$ cat src/lsa_cfg.svh
// constants for the light sensor measurement core
`ifndef LSA_CFG_SVH
`define LSA_CFG_SVH

// register offsets
`define LSA_ADDR_CMD        3'h0
`define LSA_ADDR_CTL        3'h1
`define LSA_ADDR_THR_HI     3'h2
`define LSA_ADDR_THR_LO     3'h3
`define LSA_ADDR_RES_LO     3'h4
`define LSA_ADDR_RES_HI     3'h5
`define LSA_ADDR_TMR_LO     3'h6
`define LSA_ADDR_TMR_HI     3'h7

// special address bits of a write
`define LSA_ABIT_RESTART    7
`define LSA_ABIT_CLR_INT    6

// command register fields
`define LSA_CMD_ENABLE      7
`define LSA_CMD_PWRDN       6
`define LSA_CMD_HOST_TIMED  5
`define LSA_CMD_SEL_HI      3
`define LSA_CMD_SEL_LO      2
`define LSA_CMD_WID_HI      1
`define LSA_CMD_WID_LO      0

// control register fields
`define LSA_CTL_FLAG        5
`define LSA_CTL_GAIN_HI     3
`define LSA_CTL_GAIN_LO     2
`define LSA_CTL_PER_HI      1
`define LSA_CTL_PER_LO      0

// reset values
`define LSA_RST_CMD         8'h00
`define LSA_RST_CTL         8'h00
`define LSA_RST_THR_HI      8'hff
`define LSA_RST_THR_LO      8'h00

// oscillator cycles per conversion
`define LSA_TICKS_W0        17'h10000
`define LSA_TICKS_W1        17'h01000
`define LSA_TICKS_W2        17'h00100
`define LSA_TICKS_W3        17'h00010

// full-scale masks of an n-bit result
`define LSA_MASK_W0         16'hffff
`define LSA_MASK_W1         16'h0fff
`define LSA_MASK_W2         16'h00ff
`define LSA_MASK_W3         16'h000f

// persistence counts
`define LSA_PERSIST_P0      5'h01
`define LSA_PERSIST_P1      5'h04
`define LSA_PERSIST_P2      5'h08
`define LSA_PERSIST_P3      5'h10

// oscillator timing: fast period in ns, core clock period in ns
`define LSA_OSC_FAST_PERIOD_NS  1527
`define LSA_CLK_PERIOD_NS       100
`define LSA_OSC_FAST_DIV        (`LSA_OSC_FAST_PERIOD_NS / `LSA_CLK_PERIOD_NS)
`define LSA_OSC_SLOW_DIV        (2 * `LSA_OSC_FAST_DIV)

`endif

$ cat src/lsa_pkg.sv
// types shared by the light sensor measurement core
`default_nettype none

package lsa_pkg;

	typedef logic [7:0] lsa_byte_t;

	typedef enum logic [1:0] {
		LSA_IDLE,
		LSA_INT_A,
		LSA_INT_B
	} lsa_state_e;

endpackage : lsa_pkg

`default_nettype wire

$ cat src/lsa_osc.sv
// conversion oscillator tick generator with dual speed
`timescale 1ns/1ps
`default_nettype none
`include "lsa_cfg.svh"

module lsa_osc (
	input  wire logic core_clk,
	input  wire logic reset,
	input  wire logic run,
	input  wire logic slow,
	output logic      tick
);

	logic [4:0] div_q;
	logic [4:0] div_d;
	logic [4:0] last;

	////////////////////////////////////////////////////////////////////////////
	// divider; slow ranges wait twice as long between ticks
	always_comb
	begin
		last  = slow ? 5'(`LSA_OSC_SLOW_DIV - 1) : 5'(`LSA_OSC_FAST_DIV - 1);
		tick  = run && (div_q >= last);
		div_d = div_q + 5'h01;
		if (!run || tick)
		begin
			div_d = 5'h00; // stopped oscillator restarts phase-aligned
		end
	end

	always_ff @(posedge core_clk)
	begin
		if (reset)
		begin
			div_q <= 5'h00;
		end
		else
		begin
			div_q <= div_d;
		end
	end

endmodule : lsa_osc
`default_nettype wire

$ cat src/lsa_persist.sv
// consecutive out-of-window result filter
`timescale 1ns/1ps
`default_nettype none
`include "lsa_cfg.svh"

module lsa_persist (
	input  wire logic       core_clk,
	input  wire logic       reset,
	input  wire logic       clear,
	input  wire logic       result_valid,
	input  wire logic       out_window,
	input  wire logic [1:0] persist_sel,
	output logic            hit
);

	logic [4:0] cnt_q;
	logic [4:0] cnt_d;
	logic [4:0] need;
	logic [4:0] cnt_inc;

	////////////////////////////////////////////////////////////////////////////
	// count saturates at 16 so a long excursion keeps firing
	always_comb
	begin
		case (persist_sel)
			2'h0:    need = `LSA_PERSIST_P0;
			2'h1:    need = `LSA_PERSIST_P1;
			2'h2:    need = `LSA_PERSIST_P2;
			default: need = `LSA_PERSIST_P3;
		endcase
		cnt_inc = (cnt_q == `LSA_PERSIST_P3) ? cnt_q : cnt_q + 5'h01;
		cnt_d   = cnt_q;
		hit     = 1'b0;
		if (clear)
		begin
			cnt_d = 5'h00;
		end
		else if (result_valid)
		begin
			if (out_window)
			begin
				cnt_d = cnt_inc;
				hit   = (cnt_inc >= need);
			end
			else
			begin
				cnt_d = 5'h00;
			end
		end
	end

	always_ff @(posedge core_clk)
	begin
		if (reset)
		begin
			cnt_q <= 5'h00;
		end
		else
		begin
			cnt_q <= cnt_d;
		end
	end

endmodule : lsa_persist
`default_nettype wire

$ cat src/lsa_core.sv
// light sensor measurement core: registers, integration, threshold interrupt
`timescale 1ns/1ps
`default_nettype none
`include "lsa_cfg.svh"

module lsa_core (
	input  wire logic       core_clk,
	input  wire logic       reset,
	// register port, as delivered by the serial slave
	input  wire logic       reg_wr,
	input  wire logic       reg_rd,
	input  wire logic [7:0] reg_addr,
	input  wire logic [7:0] reg_wdata,
	output logic      [7:0] reg_rdata,
	// analog front end
	input  wire logic       photodiode_a_pulse,
	input  wire logic       photodiode_b_pulse,
	output logic      [1:0] photodiode_route,
	output logic      [1:0] front_end_gain,
	output logic            device_power_down,
	output logic            adc_run,
	// interrupt pin
	output logic            int_n
);

	////////////////////////////////////////////////////////////////////////////
	// declarations

	lsa_pkg::lsa_byte_t  cmd_q, cmd_d;
	lsa_pkg::lsa_byte_t  ctl_q, ctl_d;
	lsa_pkg::lsa_byte_t  thr_hi_q, thr_hi_d;
	lsa_pkg::lsa_byte_t  thr_lo_q, thr_lo_d;
	lsa_pkg::lsa_byte_t  rdata_q, rdata_d;
	lsa_pkg::lsa_state_e st_q, st_d;
	logic [16:0]         ticks_q, ticks_d;
	logic [16:0]         acc_q, acc_d;
	logic [16:0]         acc_a_q, acc_a_d;
	logic [15:0]         timer_q, timer_d;
	logic [15:0]         result_q, result_d;
	logic [15:0]         timer_cap_q, timer_cap_d;
	logic                flag_q, flag_d;

	logic                plain_wr;
	logic                restart;
	logic                clr_int;
	logic                enable;
	logic                host_timed;
	logic [1:0]          sel;
	logic [1:0]          width;
	logic                run;
	logic                tick;
	logic                pulse;
	logic [16:0]         ticks_nx;
	logic [16:0]         acc_nx;
	logic [15:0]         timer_nx;
	logic [16:0]         need_ticks;
	logic [15:0]         full_mask;
	logic                phase_end;
	logic                result_valid;
	logic [15:0]         result_nx;
	logic signed [17:0]  diff;
	logic signed [17:0]  pos_lim;
	logic signed [17:0]  neg_lim;
	logic                out_window;
	logic                hit;

	////////////////////////////////////////////////////////////////////////////
	// address decode: the top two address bits are strobes, not registers

	assign restart  = reg_wr && reg_addr[`LSA_ABIT_RESTART];
	assign clr_int  = reg_wr && reg_addr[`LSA_ABIT_CLR_INT];
	assign plain_wr = reg_wr && (reg_addr[7:3] == 5'h00);

	// command fields
	assign enable     = cmd_q[`LSA_CMD_ENABLE];
	assign host_timed = cmd_q[`LSA_CMD_HOST_TIMED];
	assign sel        = cmd_q[`LSA_CMD_SEL_HI:`LSA_CMD_SEL_LO];
	assign width      = cmd_q[`LSA_CMD_WID_HI:`LSA_CMD_WID_LO];

	// converter runs only when enabled, powered and given a real mode
	assign run = enable && !cmd_q[`LSA_CMD_PWRDN] && (sel != 2'h3);

	////////////////////////////////////////////////////////////////////////////
	// front end steering

	assign device_power_down = cmd_q[`LSA_CMD_PWRDN];
	assign adc_run           = run;
	assign front_end_gain    = ctl_q[`LSA_CTL_GAIN_HI:`LSA_CTL_GAIN_LO];
	assign int_n             = !flag_q;
	assign reg_rdata         = rdata_q;

	// route follows the phase; difference mode takes diode a then diode b
	always_comb
	begin
		photodiode_route = 2'h0;
		if (st_q == lsa_pkg::LSA_INT_A)
		begin
			photodiode_route = (sel == 2'h1) ? 2'h2 : 2'h1;
		end
		else if (st_q == lsa_pkg::LSA_INT_B)
		begin
			photodiode_route = 2'h2;
		end
	end

	////////////////////////////////////////////////////////////////////////////
	// oscillator and persistence filter

	lsa_osc u_osc (
		.core_clk (core_clk),
		.reset    (reset),
		.run      (run),
		.slow     (!front_end_gain[1]),
		.tick     (tick)
	);

	lsa_persist u_persist (
		.core_clk     (core_clk),
		.reset        (reset),
		.clear        (!run),
		.result_valid (result_valid),
		.out_window   (out_window),
		.persist_sel  (ctl_q[`LSA_CTL_PER_HI:`LSA_CTL_PER_LO]),
		.hit          (hit)
	);

	////////////////////////////////////////////////////////////////////////////
	// width lookup: conversion length and full-scale code

	always_comb
	begin
		case (width)
			2'h0:
			begin
				need_ticks = `LSA_TICKS_W0;
				full_mask  = `LSA_MASK_W0;
			end
			2'h1:
			begin
				need_ticks = `LSA_TICKS_W1;
				full_mask  = `LSA_MASK_W1;
			end
			2'h2:
			begin
				need_ticks = `LSA_TICKS_W2;
				full_mask  = `LSA_MASK_W2;
			end
			default:
			begin
				need_ticks = `LSA_TICKS_W3;
				full_mask  = `LSA_MASK_W3;
			end
		endcase
	end

	////////////////////////////////////////////////////////////////////////////
	// per-tick accumulation and end-of-phase detection

	always_comb
	begin
		pulse    = (photodiode_route == 2'h2) ? photodiode_b_pulse : photodiode_a_pulse;
		ticks_nx = ticks_q + {16'h0000, tick};
		acc_nx   = acc_q + {16'h0000, tick && pulse};
		timer_nx = timer_q + {15'h0000, tick};
		if (host_timed)
		begin
			phase_end = restart;
		end
		else
		begin
			phase_end = (ticks_nx == need_ticks);
		end
	end

	// result shaping: unsigned clamp, or signed n-bit difference
	always_comb
	begin
		pos_lim = $signed({2'h0, 1'b0, full_mask[15:1]});
		neg_lim = -pos_lim - 18'sd1;
		diff    = $signed({1'b0, acc_a_q}) - $signed({1'b0, acc_nx});
		if (sel == 2'h2)
		begin
			if (diff > pos_lim)
			begin
				result_nx = pos_lim[15:0];
			end
			else if (diff < neg_lim)
			begin
				result_nx = neg_lim[15:0];
			end
			else
			begin
				result_nx = diff[15:0];
			end
		end
		else if (acc_nx > {1'b0, full_mask})
		begin
			result_nx = full_mask;
		end
		else
		begin
			result_nx = acc_nx[15:0];
		end
	end

	// window test on the fresh result; lower byte of each bound is zero
	assign out_window = (result_nx > {thr_hi_q, 8'h00})
		|| (result_nx < {thr_lo_q, 8'h00});

	////////////////////////////////////////////////////////////////////////////
	// integration sequencer

	always_comb
	begin
		st_d         = st_q;
		ticks_d      = ticks_nx;
		acc_d        = acc_nx;
		acc_a_d      = acc_a_q;
		timer_d      = timer_nx;
		result_d     = result_q;
		timer_cap_d  = timer_cap_q;
		result_valid = 1'b0;
		if (!run)
		begin
			// disabled converter sits in reset; results stay readable
			st_d    = lsa_pkg::LSA_IDLE;
			ticks_d = 17'h00000;
			acc_d   = 17'h00000;
			acc_a_d = 17'h00000;
			timer_d = 16'h0000;
		end
		else
		begin
			case (st_q)
				lsa_pkg::LSA_IDLE:
				begin
					st_d    = lsa_pkg::LSA_INT_A;
					ticks_d = 17'h00000;
					acc_d   = 17'h00000;
					timer_d = 16'h0000;
				end
				lsa_pkg::LSA_INT_A,
				lsa_pkg::LSA_INT_B:
				begin
					if (phase_end && (st_q == lsa_pkg::LSA_INT_A) && (sel == 2'h2))
					begin
						// first half of a difference conversion
						st_d    = lsa_pkg::LSA_INT_B;
						acc_a_d = acc_nx;
						acc_d   = 17'h00000;
						ticks_d = 17'h00000;
					end
					else if (phase_end)
					begin
						st_d         = lsa_pkg::LSA_INT_A;
						result_d     = result_nx;
						timer_cap_d  = timer_nx;
						result_valid = 1'b1;
						ticks_d      = 17'h00000;
						acc_d        = 17'h00000;
						timer_d      = 16'h0000;
					end
				end
				default:
				begin
					st_d = lsa_pkg::LSA_IDLE;
				end
			endcase
		end
	end

	always_ff @(posedge core_clk)
	begin
		if (reset)
		begin
			st_q        <= lsa_pkg::LSA_IDLE;
			ticks_q     <= 17'h00000;
			acc_q       <= 17'h00000;
			acc_a_q     <= 17'h00000;
			timer_q     <= 16'h0000;
			result_q    <= 16'h0000;
			timer_cap_q <= 16'h0000;
		end
		else
		begin
			st_q        <= st_d;
			ticks_q     <= ticks_d;
			acc_q       <= acc_d;
			acc_a_q     <= acc_a_d;
			timer_q     <= timer_d;
			result_q    <= result_d;
			timer_cap_q <= timer_cap_d;
		end
	end

	////////////////////////////////////////////////////////////////////////////
	// registers and interrupt flag

	// a new trigger in the clearing cycle wins so no event is lost
	always_comb
	begin
		cmd_d    = cmd_q;
		ctl_d    = ctl_q;
		thr_hi_d = thr_hi_q;
		thr_lo_d = thr_lo_q;
		flag_d   = hit || (flag_q && !clr_int);
		if (plain_wr)
		begin
			case (reg_addr[2:0])
				`LSA_ADDR_CMD:    cmd_d    = reg_wdata & 8'hef; // reserved bit 4 kept zero
				`LSA_ADDR_CTL:    ctl_d    = reg_wdata & 8'h0f; // factory bits and flag not writable
				`LSA_ADDR_THR_HI: thr_hi_d = reg_wdata;
				`LSA_ADDR_THR_LO: thr_lo_d = reg_wdata;
				default:          cmd_d    = cmd_q; // result and timer bytes are read-only
			endcase
		end
	end

	// read data is captured on the read strobe and held
	always_comb
	begin
		rdata_d = rdata_q;
		if (reg_rd)
		begin
			rdata_d = 8'h00; // unmapped addresses read zero
			if (reg_addr[7:3] == 5'h00)
			begin
				case (reg_addr[2:0])
					`LSA_ADDR_CMD:    rdata_d = cmd_q;
					`LSA_ADDR_CTL:    rdata_d = ctl_q | {2'h0, flag_q, 5'h00};
					`LSA_ADDR_THR_HI: rdata_d = thr_hi_q;
					`LSA_ADDR_THR_LO: rdata_d = thr_lo_q;
					`LSA_ADDR_RES_LO: rdata_d = result_q[7:0];
					`LSA_ADDR_RES_HI: rdata_d = result_q[15:8];
					`LSA_ADDR_TMR_LO: rdata_d = timer_cap_q[7:0];
					default:          rdata_d = timer_cap_q[15:8];
				endcase
			end
		end
	end

	always_ff @(posedge core_clk)
	begin
		if (reset)
		begin
			cmd_q    <= `LSA_RST_CMD;
			ctl_q    <= `LSA_RST_CTL;
			thr_hi_q <= `LSA_RST_THR_HI;
			thr_lo_q <= `LSA_RST_THR_LO;
			flag_q   <= 1'b0;
			rdata_q  <= 8'h00;
		end
		else
		begin
			cmd_q    <= cmd_d;
			ctl_q    <= ctl_d;
			thr_hi_q <= thr_hi_d;
			thr_lo_q <= thr_lo_d;
			flag_q   <= flag_d;
			rdata_q  <= rdata_d;
		end
	end

endmodule : lsa_core
`default_nettype wire

$ cat config.mk
export PLATFORM = sky130hd
export DESIGN_NAME = lsa_core
export DESIGN_NICKNAME = d
export VERILOG_FILES = /design/src/lsa_pkg.sv /design/src/lsa_osc.sv /design/src/lsa_persist.sv /design/src/lsa_core.sv
export VERILOG_INCLUDE_DIRS = /design/src
export SDC_FILE = /design/constraint.sdc
export NUM_CORES = 1
export LEC_CHECK = 0
export BUFFER_PORTS_ARGS = -buffer_cell sky130_fd_sc_hd__buf_4
export CAP_MARGIN = 10
export CORE_MARGIN = 1
export CORE_UTILIZATION = 30
export CTS_CLUSTER_SIZE = 14
export DETAILED_ROUTE_END_ITERATION = 16
export PLACE_DENSITY = 0.54
export SETUP_SLACK_MARGIN = 0.5
export SLEW_MARGIN = 10
export SYNTH_ARGS = -nofsm -noshare
export SYNTH_HDL_FRONTEND = slang
export SYNTH_HIERARCHICAL = 1
export SYNTH_SLANG_ARGS = --single-unit
$ cat constraint.sdc
create_clock -name core_clk -period 8.5 [get_ports core_clk]
set_input_delay 0.425 -clock core_clk [delete_from_list [all_inputs] [get_ports core_clk]]
set_output_delay 0.425 -clock core_clk [all_outputs]
set_load 0.01 [all_outputs]
==> After elaboration in Yosys (flattened, before gate mapping) <==
Index checks and enable logic that the tools add are counted.
{ "op_classes": {"addsub": 8, "n_lt_le_gt_ge": 7, "eq_ne": 19, "n_mux": 36, "bitwise": 3, "n_reduce_logical": 31} }
{ "op_table": {"columns": ["cell", "count"], "rows": [
  ["16-bit 2-to-1 mux", 6],
  ["17-bit 2-to-1 mux", 4],
  ["17-bit case mux with 2 select lines", 2],
  ["8-bit case mux with 7 select lines", 1],
  ["17-bit case mux with 3 select lines", 1],
  ["16-bit case mux with 3 select lines", 1],
  ["17-bit by 1-bit adder with 17-bit output", 2],
  ["16-bit case mux with 2 select lines", 1],
  ["18-bit by 16-bit > comparator with 1-bit output", 1],
  ["18-bit less-than comparator", 1],
  ["15-bit negator with 18-bit output", 1],
  ["17-bit by 17-bit subtractor with 18-bit output", 1],
  ["18-bit by 2-bit subtractor with 18-bit output (second input constant)", 1],
  ["17-bit equality test", 1],
  ["17-bit by 16-bit > comparator with 1-bit output", 1],
  ["16-bit by 1-bit adder with 16-bit output", 1],
  ["16-bit > comparator", 1],
  ["16-bit less-than comparator", 1],
  ["5-bit 2-to-1 mux", 3],
  ["5-bit case mux with 3 select lines", 1],
  ["5-bit by 1-bit adder with 5-bit output (second input constant)", 2],
  ["2-bit equality test (second input constant)", 5],
  ["5-bit >= comparator", 2],
  ["1-bit logical AND", 10],
  ["21 further kinds", 53]
]} }
{ "totals": {"reg_bits": 147, "in_bits": 22, "output_inout_bits": 15, "word_cells": 119} }

==> Longest topological paths before layout <==
{ "depth": {"depth_word": 18, "ltp_mapped": 43, "mapped_depth_nobuf": 42} }

==> Hierarchy <==
Netlist, hierarchy kept.
{ "modules_own_cells": {"columns": ["module", "n_inst", "cells_each", "area_each_um2", "seq_area_each_um2"], "rows": [
  ["lsa_core", 1, 1046, 8723.4, 2742.6],
  ["lsa_persist", 1, 56, 471.7, 100.1],
  ["lsa_osc", 1, 28, 276.5, 100.1]
]} }

==> Worst setup path after synthesis <==
Ideal clock, no wire load.
{ "synth_path": {"path_type": "flip-flop to flip-flop", "start": "reg ctl_q[3]", "end": "reg flag_q", "setup_ns": 0.128, "arrival_ns": 7.563, "required_ns": 8.372, "setup_slack_ns": 0.809, "stages_incl_launch_ff": 42, "n_path_buf": 1, "period_less_slack_ns": 7.691, "cell_sequence": "dfxtp_1 inv_1 ha_1 nand2b_1 a211oi_1 nor3b_1 nor2b_1 ha_1 ha_1 xnor2_1 ha_1 a21o_1 a31oi_1 maj3_2 o21ai_1 maj3_2 a211oi_4 xnor2_1 [6 not listed] a311o_1 a31o_1 buf_6 mux2_2 a21oi_1 a21oi_1 ha_1 nand4_1 a211o_1 a21oi_2 nand4_1 o41ai_1 o211ai_1 nand2_1 nor3_1 o31a_1 a21oi_1 nor2_1"} }
{ "synth_via": {"elab_chain_cells": 16, "elab_cells_between_ends": 29, "classes_between": "add/sub: 3; order compare: 6; eq/ne: 1; mux: 13; reduce/logical: 6"} }
{ "synth_lines": {"columns": ["element", "line", "source"], "rows": [
  ["start, declared", "lsa_core.sv:30", "lsa_pkg::lsa_byte_t ctl_q, ctl_d;"],
  ["start signal, assigned", "lsa_core.sv:347", "ctl_q <= `LSA_RST_CTL;"],
  ["start signal, assigned", "lsa_core.sv:356", "ctl_q <= ctl_d;"],
  ["5-bit 2-to-1 mux (*)", "lsa_osc.sv:22", "last = slow ? 5'(`LSA_OSC_SLOW_DIV - 1) : 5'(`LSA_OSC_FAST_DIV - 1);"],
  ["5-bit >= comparator (*)", "lsa_osc.sv:23", "tick = run && (div_q >= last);"],
  ["1-bit logical AND (*)", "lsa_osc.sv:23", null],
  ["via tick", "lsa_core.sv:51", "logic tick;"],
  ["1-bit logical AND (*)", "lsa_core.sv:163", "acc_nx = acc_q + {16'h0000, tick && pulse};"],
  ["17-bit by 1-bit adder with 17-bit output (*)", "lsa_core.sv:163", null],
  ["17-bit by 17-bit subtractor with 18-bit output", "lsa_core.sv:180", "diff = $signed({1'b0, acc_a_q}) - $signed({1'b0, acc_nx});"],
  ["18-bit less-than comparator", "lsa_core.sv:187", "else if (diff < neg_lim)"],
  ["[3 not listed]", null, null],
  ["via result_nx[13]", "lsa_core.sv:60", "logic [15:0] result_nx;"],
  ["16-bit > comparator / 16-bit less-than comparator (equally long branches)", "lsa_core.sv:207, lsa_core.sv:208", null],
  ["1-bit logical OR (*)", "lsa_core.sv:208", "|| (result_nx < {thr_lo_q, 8'h00});"],
  ["via out_window", "lsa_core.sv:64", "logic out_window;"],
  ["1-bit 2-to-1 mux (*)", "lsa_persist.sv:40", "if (out_window)"],
  ["1-bit 2-to-1 mux (*)", "lsa_persist.sv:38", "else if (result_valid)"],
  ["1-bit 2-to-1 mux (*)", "lsa_persist.sv:34", "if (clear)"],
  ["via hit", "lsa_core.sv:65", "logic hit;"],
  ["1-bit logical OR (*)", "lsa_core.sv:306", "flag_d = hit || (flag_q && !clr_int);"],
  ["end signal, assigned", "lsa_core.sv:359", "flag_q <= flag_d;"],
  ["end, declared", "lsa_core.sv:41", "logic flag_q, flag_d;"]
]} }
The timed path passes the listed nets; every way through them passes the cells marked *.
A chain may end at the register's enable or synchronous reset.

==> Final worst setup path <==
{ "layout_path": {"start": "reg ctl_q[3]", "end": "reg flag_q"} }
{ "layout_via": {"elab_chain_cells": 16, "elab_cells_between_ends": 29, "classes_between": "add/sub: 3; order compare: 6; eq/ne: 1; mux: 13; reduce/logical: 6"} }
{ "layout_lines": {"columns": ["element", "line"], "rows": [
  ["5-bit 2-to-1 mux (*)", "lsa_osc.sv:22"],
  ["5-bit >= comparator (*)", "lsa_osc.sv:23"],
  ["1-bit logical AND (*)", "lsa_osc.sv:23"],
  ["via tick", "lsa_core.sv:51"],
  ["1-bit logical AND (*)", "lsa_core.sv:163"],
  ["17-bit by 1-bit adder with 17-bit output (*)", "lsa_core.sv:163"],
  ["17-bit by 17-bit subtractor with 18-bit output", "lsa_core.sv:180"],
  ["18-bit less-than comparator", "lsa_core.sv:187"],
  ["[3 not listed]", null],
  ["16-bit > comparator / 16-bit less-than comparator (equally long branches)", "lsa_core.sv:207, lsa_core.sv:208"],
  ["1-bit logical OR (*)", "lsa_core.sv:208"],
  ["via out_window", "lsa_core.sv:64"],
  ["1-bit 2-to-1 mux (*)", "lsa_persist.sv:40"],
  ["1-bit 2-to-1 mux (*)", "lsa_persist.sv:38"],
  ["1-bit 2-to-1 mux (*)", "lsa_persist.sv:34"],
  ["via hit", "lsa_core.sv:65"],
  ["1-bit logical OR (*)", "lsa_core.sv:306"]
]} }
Marks and branches as above.

==> summary.md <==
| Metric | Value |
|---|---|
| DP Worst Slack | -0.0952 ns |
| Reg2reg end | flag_q$_SDFF_PP0_ |
| Wire length on met1 | 13300 um |
| Static leakage | 4.64 nW |
| CTS Buf Count | 17 |
| Placed Cells | 1549 |
| # port buffers | 36 |
| GRT Total Usage | 0.162 |
| Hold buffers post-CTS | 0 |
| Clock Latency Late Sink | 0.43 ns |
| Tightest Pin Transition | 0.936 ns |
| Pwr dens | 128 nW/um^2 |
| Worst Setup Slack, final | 0.621 ns |
| Util after Layout | 0.381 |
| CP startpoint kind | register |
| Most common cell after layout, fill and taps aside | nor2_1 |
| Flop-to-flop setup slack | 0.62 ns |
| Worst Setup End Kind | register |
| Ys async rst share | 0 |
| Maximum vdd ir drop | 0.000107 V |
| Worst hold margin | 0.237 ns |
| WP data required | 8.78 ns |
| Failing checks | DRC |
| Hold WC Path Type | primary input to register |
| Origin of the critical flop-to-flop path | ctl_q[3]$_SDFFE_PP0P_ |
| CTS max path bufs | 2 |
| # diodes | 0 |
| Vias | 8352 |
| Die X | 180 um |
| TritonCTS clock tree | yes |
| Total grt overflow | 0 |
| Mapped Cells | 1130 |
| Warnings, synthesis | 6 |
| EDFF count, synth | 0 |
| Outcome | finished, violations left |
| Antenna viol nets, final | 0 |
| Initial antenna violation count | 0 |
| Library cells used by synthesis | 83 |
| Slew headroom | 0.375 |
| R2R depth | 44 |
| Worst-path maximum fanout | 5 |
| Vias in the first global route | 7781 |
| Final #Nets | 1315 |
| Synth-to-Final Area Change | 24.1% |
| Final Hold Viols | 0 |
| Max frequency | 127 MHz |
| Final Cycle Share | 0.927 |
| DR WL met3 | 1090 um |
| Worst Setup SP | ctl_q[3]$_SDFFE_PP0P_ |
| CTS sink cnt | 147 |
| CP max stage delay | 0.43 ns |
| Largest net degree at the start of global routing | 73 |
| Ports | 37 |
| Fill count | 3090 |
| Post-synth top flop | dfxtp_1 |
| Share of cells above drive strength 1 | 0.209 |
| DIE AREA | 32300 sq um |
| Avg Inst Size Synth | 8.38 sq um |
| Critical path's most frequent cell | ha_4 |
| Final Non-Filler Cells | 1618 |
| DR WL met2 | 11900 um |
| Finished Cell Area | 11800 sq um |
| Fin Setup TNS | 0 ns |
| Clock transition at path regs | 0.07 ns |
| CP arrival | 8.16 ns |
| Drt wl/cell | 16.6 um |
| Pins Over Slew Limit | 0 |
| Residual DRC count | 4 |
| Total Wirelength | 26900 um |
| Initial Utilization | 0.307 |
| Tot Pwr | 1.50 mW |
| Critical path class | register to register |
| Sequential share of the synthesized area | 0.311 |
| Max_cap viols | 0 |
| DR pass1 iterations | 11 |
| Mapped Area | 9470 sq um |
| Worst Setup EP | flag_q$_SDFF_PP0_ |
| Root buffer cell | clkbuf_16 |
| Worst path slowest cell | o41ai_4 |
| Final min period | 7.88 ns |
| Synth Register Bits | 147 |
| Most frequent cells in the layout | nor2_1 (175), dfxtp_1 (142), buf_4 (111), ha_1 (69), inv_1 (60) |
| Highest routed layer | met4 |
| Core area | 30800 sq um |
| Placer congestion estimate | 0.870 |
| Die boundary height | 180 um |
| H-tree depth | 4 |
| Drt via density | 5.16 |
| Area of placed instances | 10300 sq um |
| FP Rows | 64 |
| Setup violations, final | 0 |
| Synthesized Nets | 1236 |
| RSZ-0062 raised after global routing | yes |
| HPWL after DPL | 19600 um |
| First-pass GRT wire length | 41800 um |
| Clock skew | 0.0209 ns |
| Drt initial violations | 628 |
## registers in the layout (all words and copies together) (netlist names)
| name | count |
|---|---|
| u_osc/div_q | 5 |
| u_persist/cnt_q | 5 |
| acc_q | 17 |
| ctl_q | 4 |
| ticks_q | 17 |
| result_q | 16 |
| st_q | 2 |
| thr_hi_q | 8 |
| thr_lo_q | 8 |
| timer_cap_q | 16 |
| cmd_q | 7 |
| acc_a_q | 17 |
| timer_q | 16 |
| reg_rdata | 8 |
| flag_q | 1 |
## final cells by class
| class | instances | area [sq um] | area share |
|---|---|---|---|
| clock buffers | 20 | 437 | 0.0372 |
| clock inverters | 12 | 146 | 0.0125 |
| inverters | 65 | 246 | 0.0210 |
| multi-input cells | 865 | 6620 | 0.563 |
| flip-flops and latches | 147 | 2950 | 0.251 |
| well taps | 396 | 495 | 0.0422 |
| repair buffers | 113 | 856 | 0.0728 |
## metal layers
metal	vias to the layer above	global-route usage
met5	-	0
met4	0	0.0566
met3	39	0.0259
met2	171	0.256
met1	3966	0.224
li1	4176	-
## worst min path at each step
stage                           endpoint  slack, ns                 startpoint  cells after the start
3_5_place_dp   u_osc/div_q[0]$_SDFF_PP0_       0.46  u_osc/div_q[0]$_SDFF_PP0_                      1
2_1_floorplan  u_osc/div_q[0]$_SDFF_PP0_       0.44  u_osc/div_q[0]$_SDFF_PP0_                      1
4_1_cts         thr_hi_q[4]$_SDFFE_PP1P_       0.22               reg_wdata[4]                      2
6_report        thr_hi_q[4]$_SDFFE_PP1P_       0.24               reg_wdata[4]                      2
3_3_place_gp   u_osc/div_q[0]$_SDFF_PP0_       0.45  u_osc/div_q[0]$_SDFF_PP0_                      1
5_1_grt         thr_hi_q[4]$_SDFFE_PP1P_       0.24               reg_wdata[4]                      2
## cells by family (layout without fill, tap and decap cells)
family	count (synthesis)	after routing	synth area share
buffers and inverters	118	210	0.0513
AND/OR/NAND/NOR	391	391	0.197
flip-flops	147	147	0.311
AO/OA/AOI/OAI	255	255	0.190
adder cells (fa/ha/maj)	89	89	0.117
multiplexers	52	52	0.0592
XOR/XNOR	78	78	0.0745
## synthesized netlist by cell type (all sizes together) (13+ instances only)
cell,n,area share
xor2,29,0.028
nor3,13,0.0074
a211oi,43,0.035
nand3,38,0.021
mux2i,44,0.046
nand2,53,0.021
nor2,183,0.073
nor2b,16,0.011
a21oi,57,0.031
nand2b,22,0.015
and3,15,0.0099
o21ai,28,0.015
ha,83,0.11
xnor2,48,0.044
clkbuf,41,0.017
inv,63,0.025
dfxtp,147,0.31
nand4,15,0.011
a21o,14,0.011
a211o,13,0.012
a31oi,15,0.0099
## critical path: cells and delay by family (launching register included)
family                     cells  cell delay [ns]
AOI/OAI and AO/OA             16             3.05
xor gates and xnor gates       2             0.46
adders and majority gates      6             1.42
buffers and inverters          7             0.70
DFF                            1             0.33
and+or+nand+nor               13             1.76
## timing repair
item | CTS | global route
endpoints found under the setup margin | 6 | 6
buffers inserted | 13 | 24
gates resized for setup | 28 | 77
pin swaps | 13 | 48
## report_power, final
| part | switching, mW | leakage, nW | internal (mW) |
|---|---|---|---|
| Clock | 0.331 | 0.275 | 0.440 |
| Sequential | 0.000285 | 1.19 | 0.688 |
| Combinational | 0.0253 | 3.18 | 0.0141 |
Power figures use the tool's default switching activity.
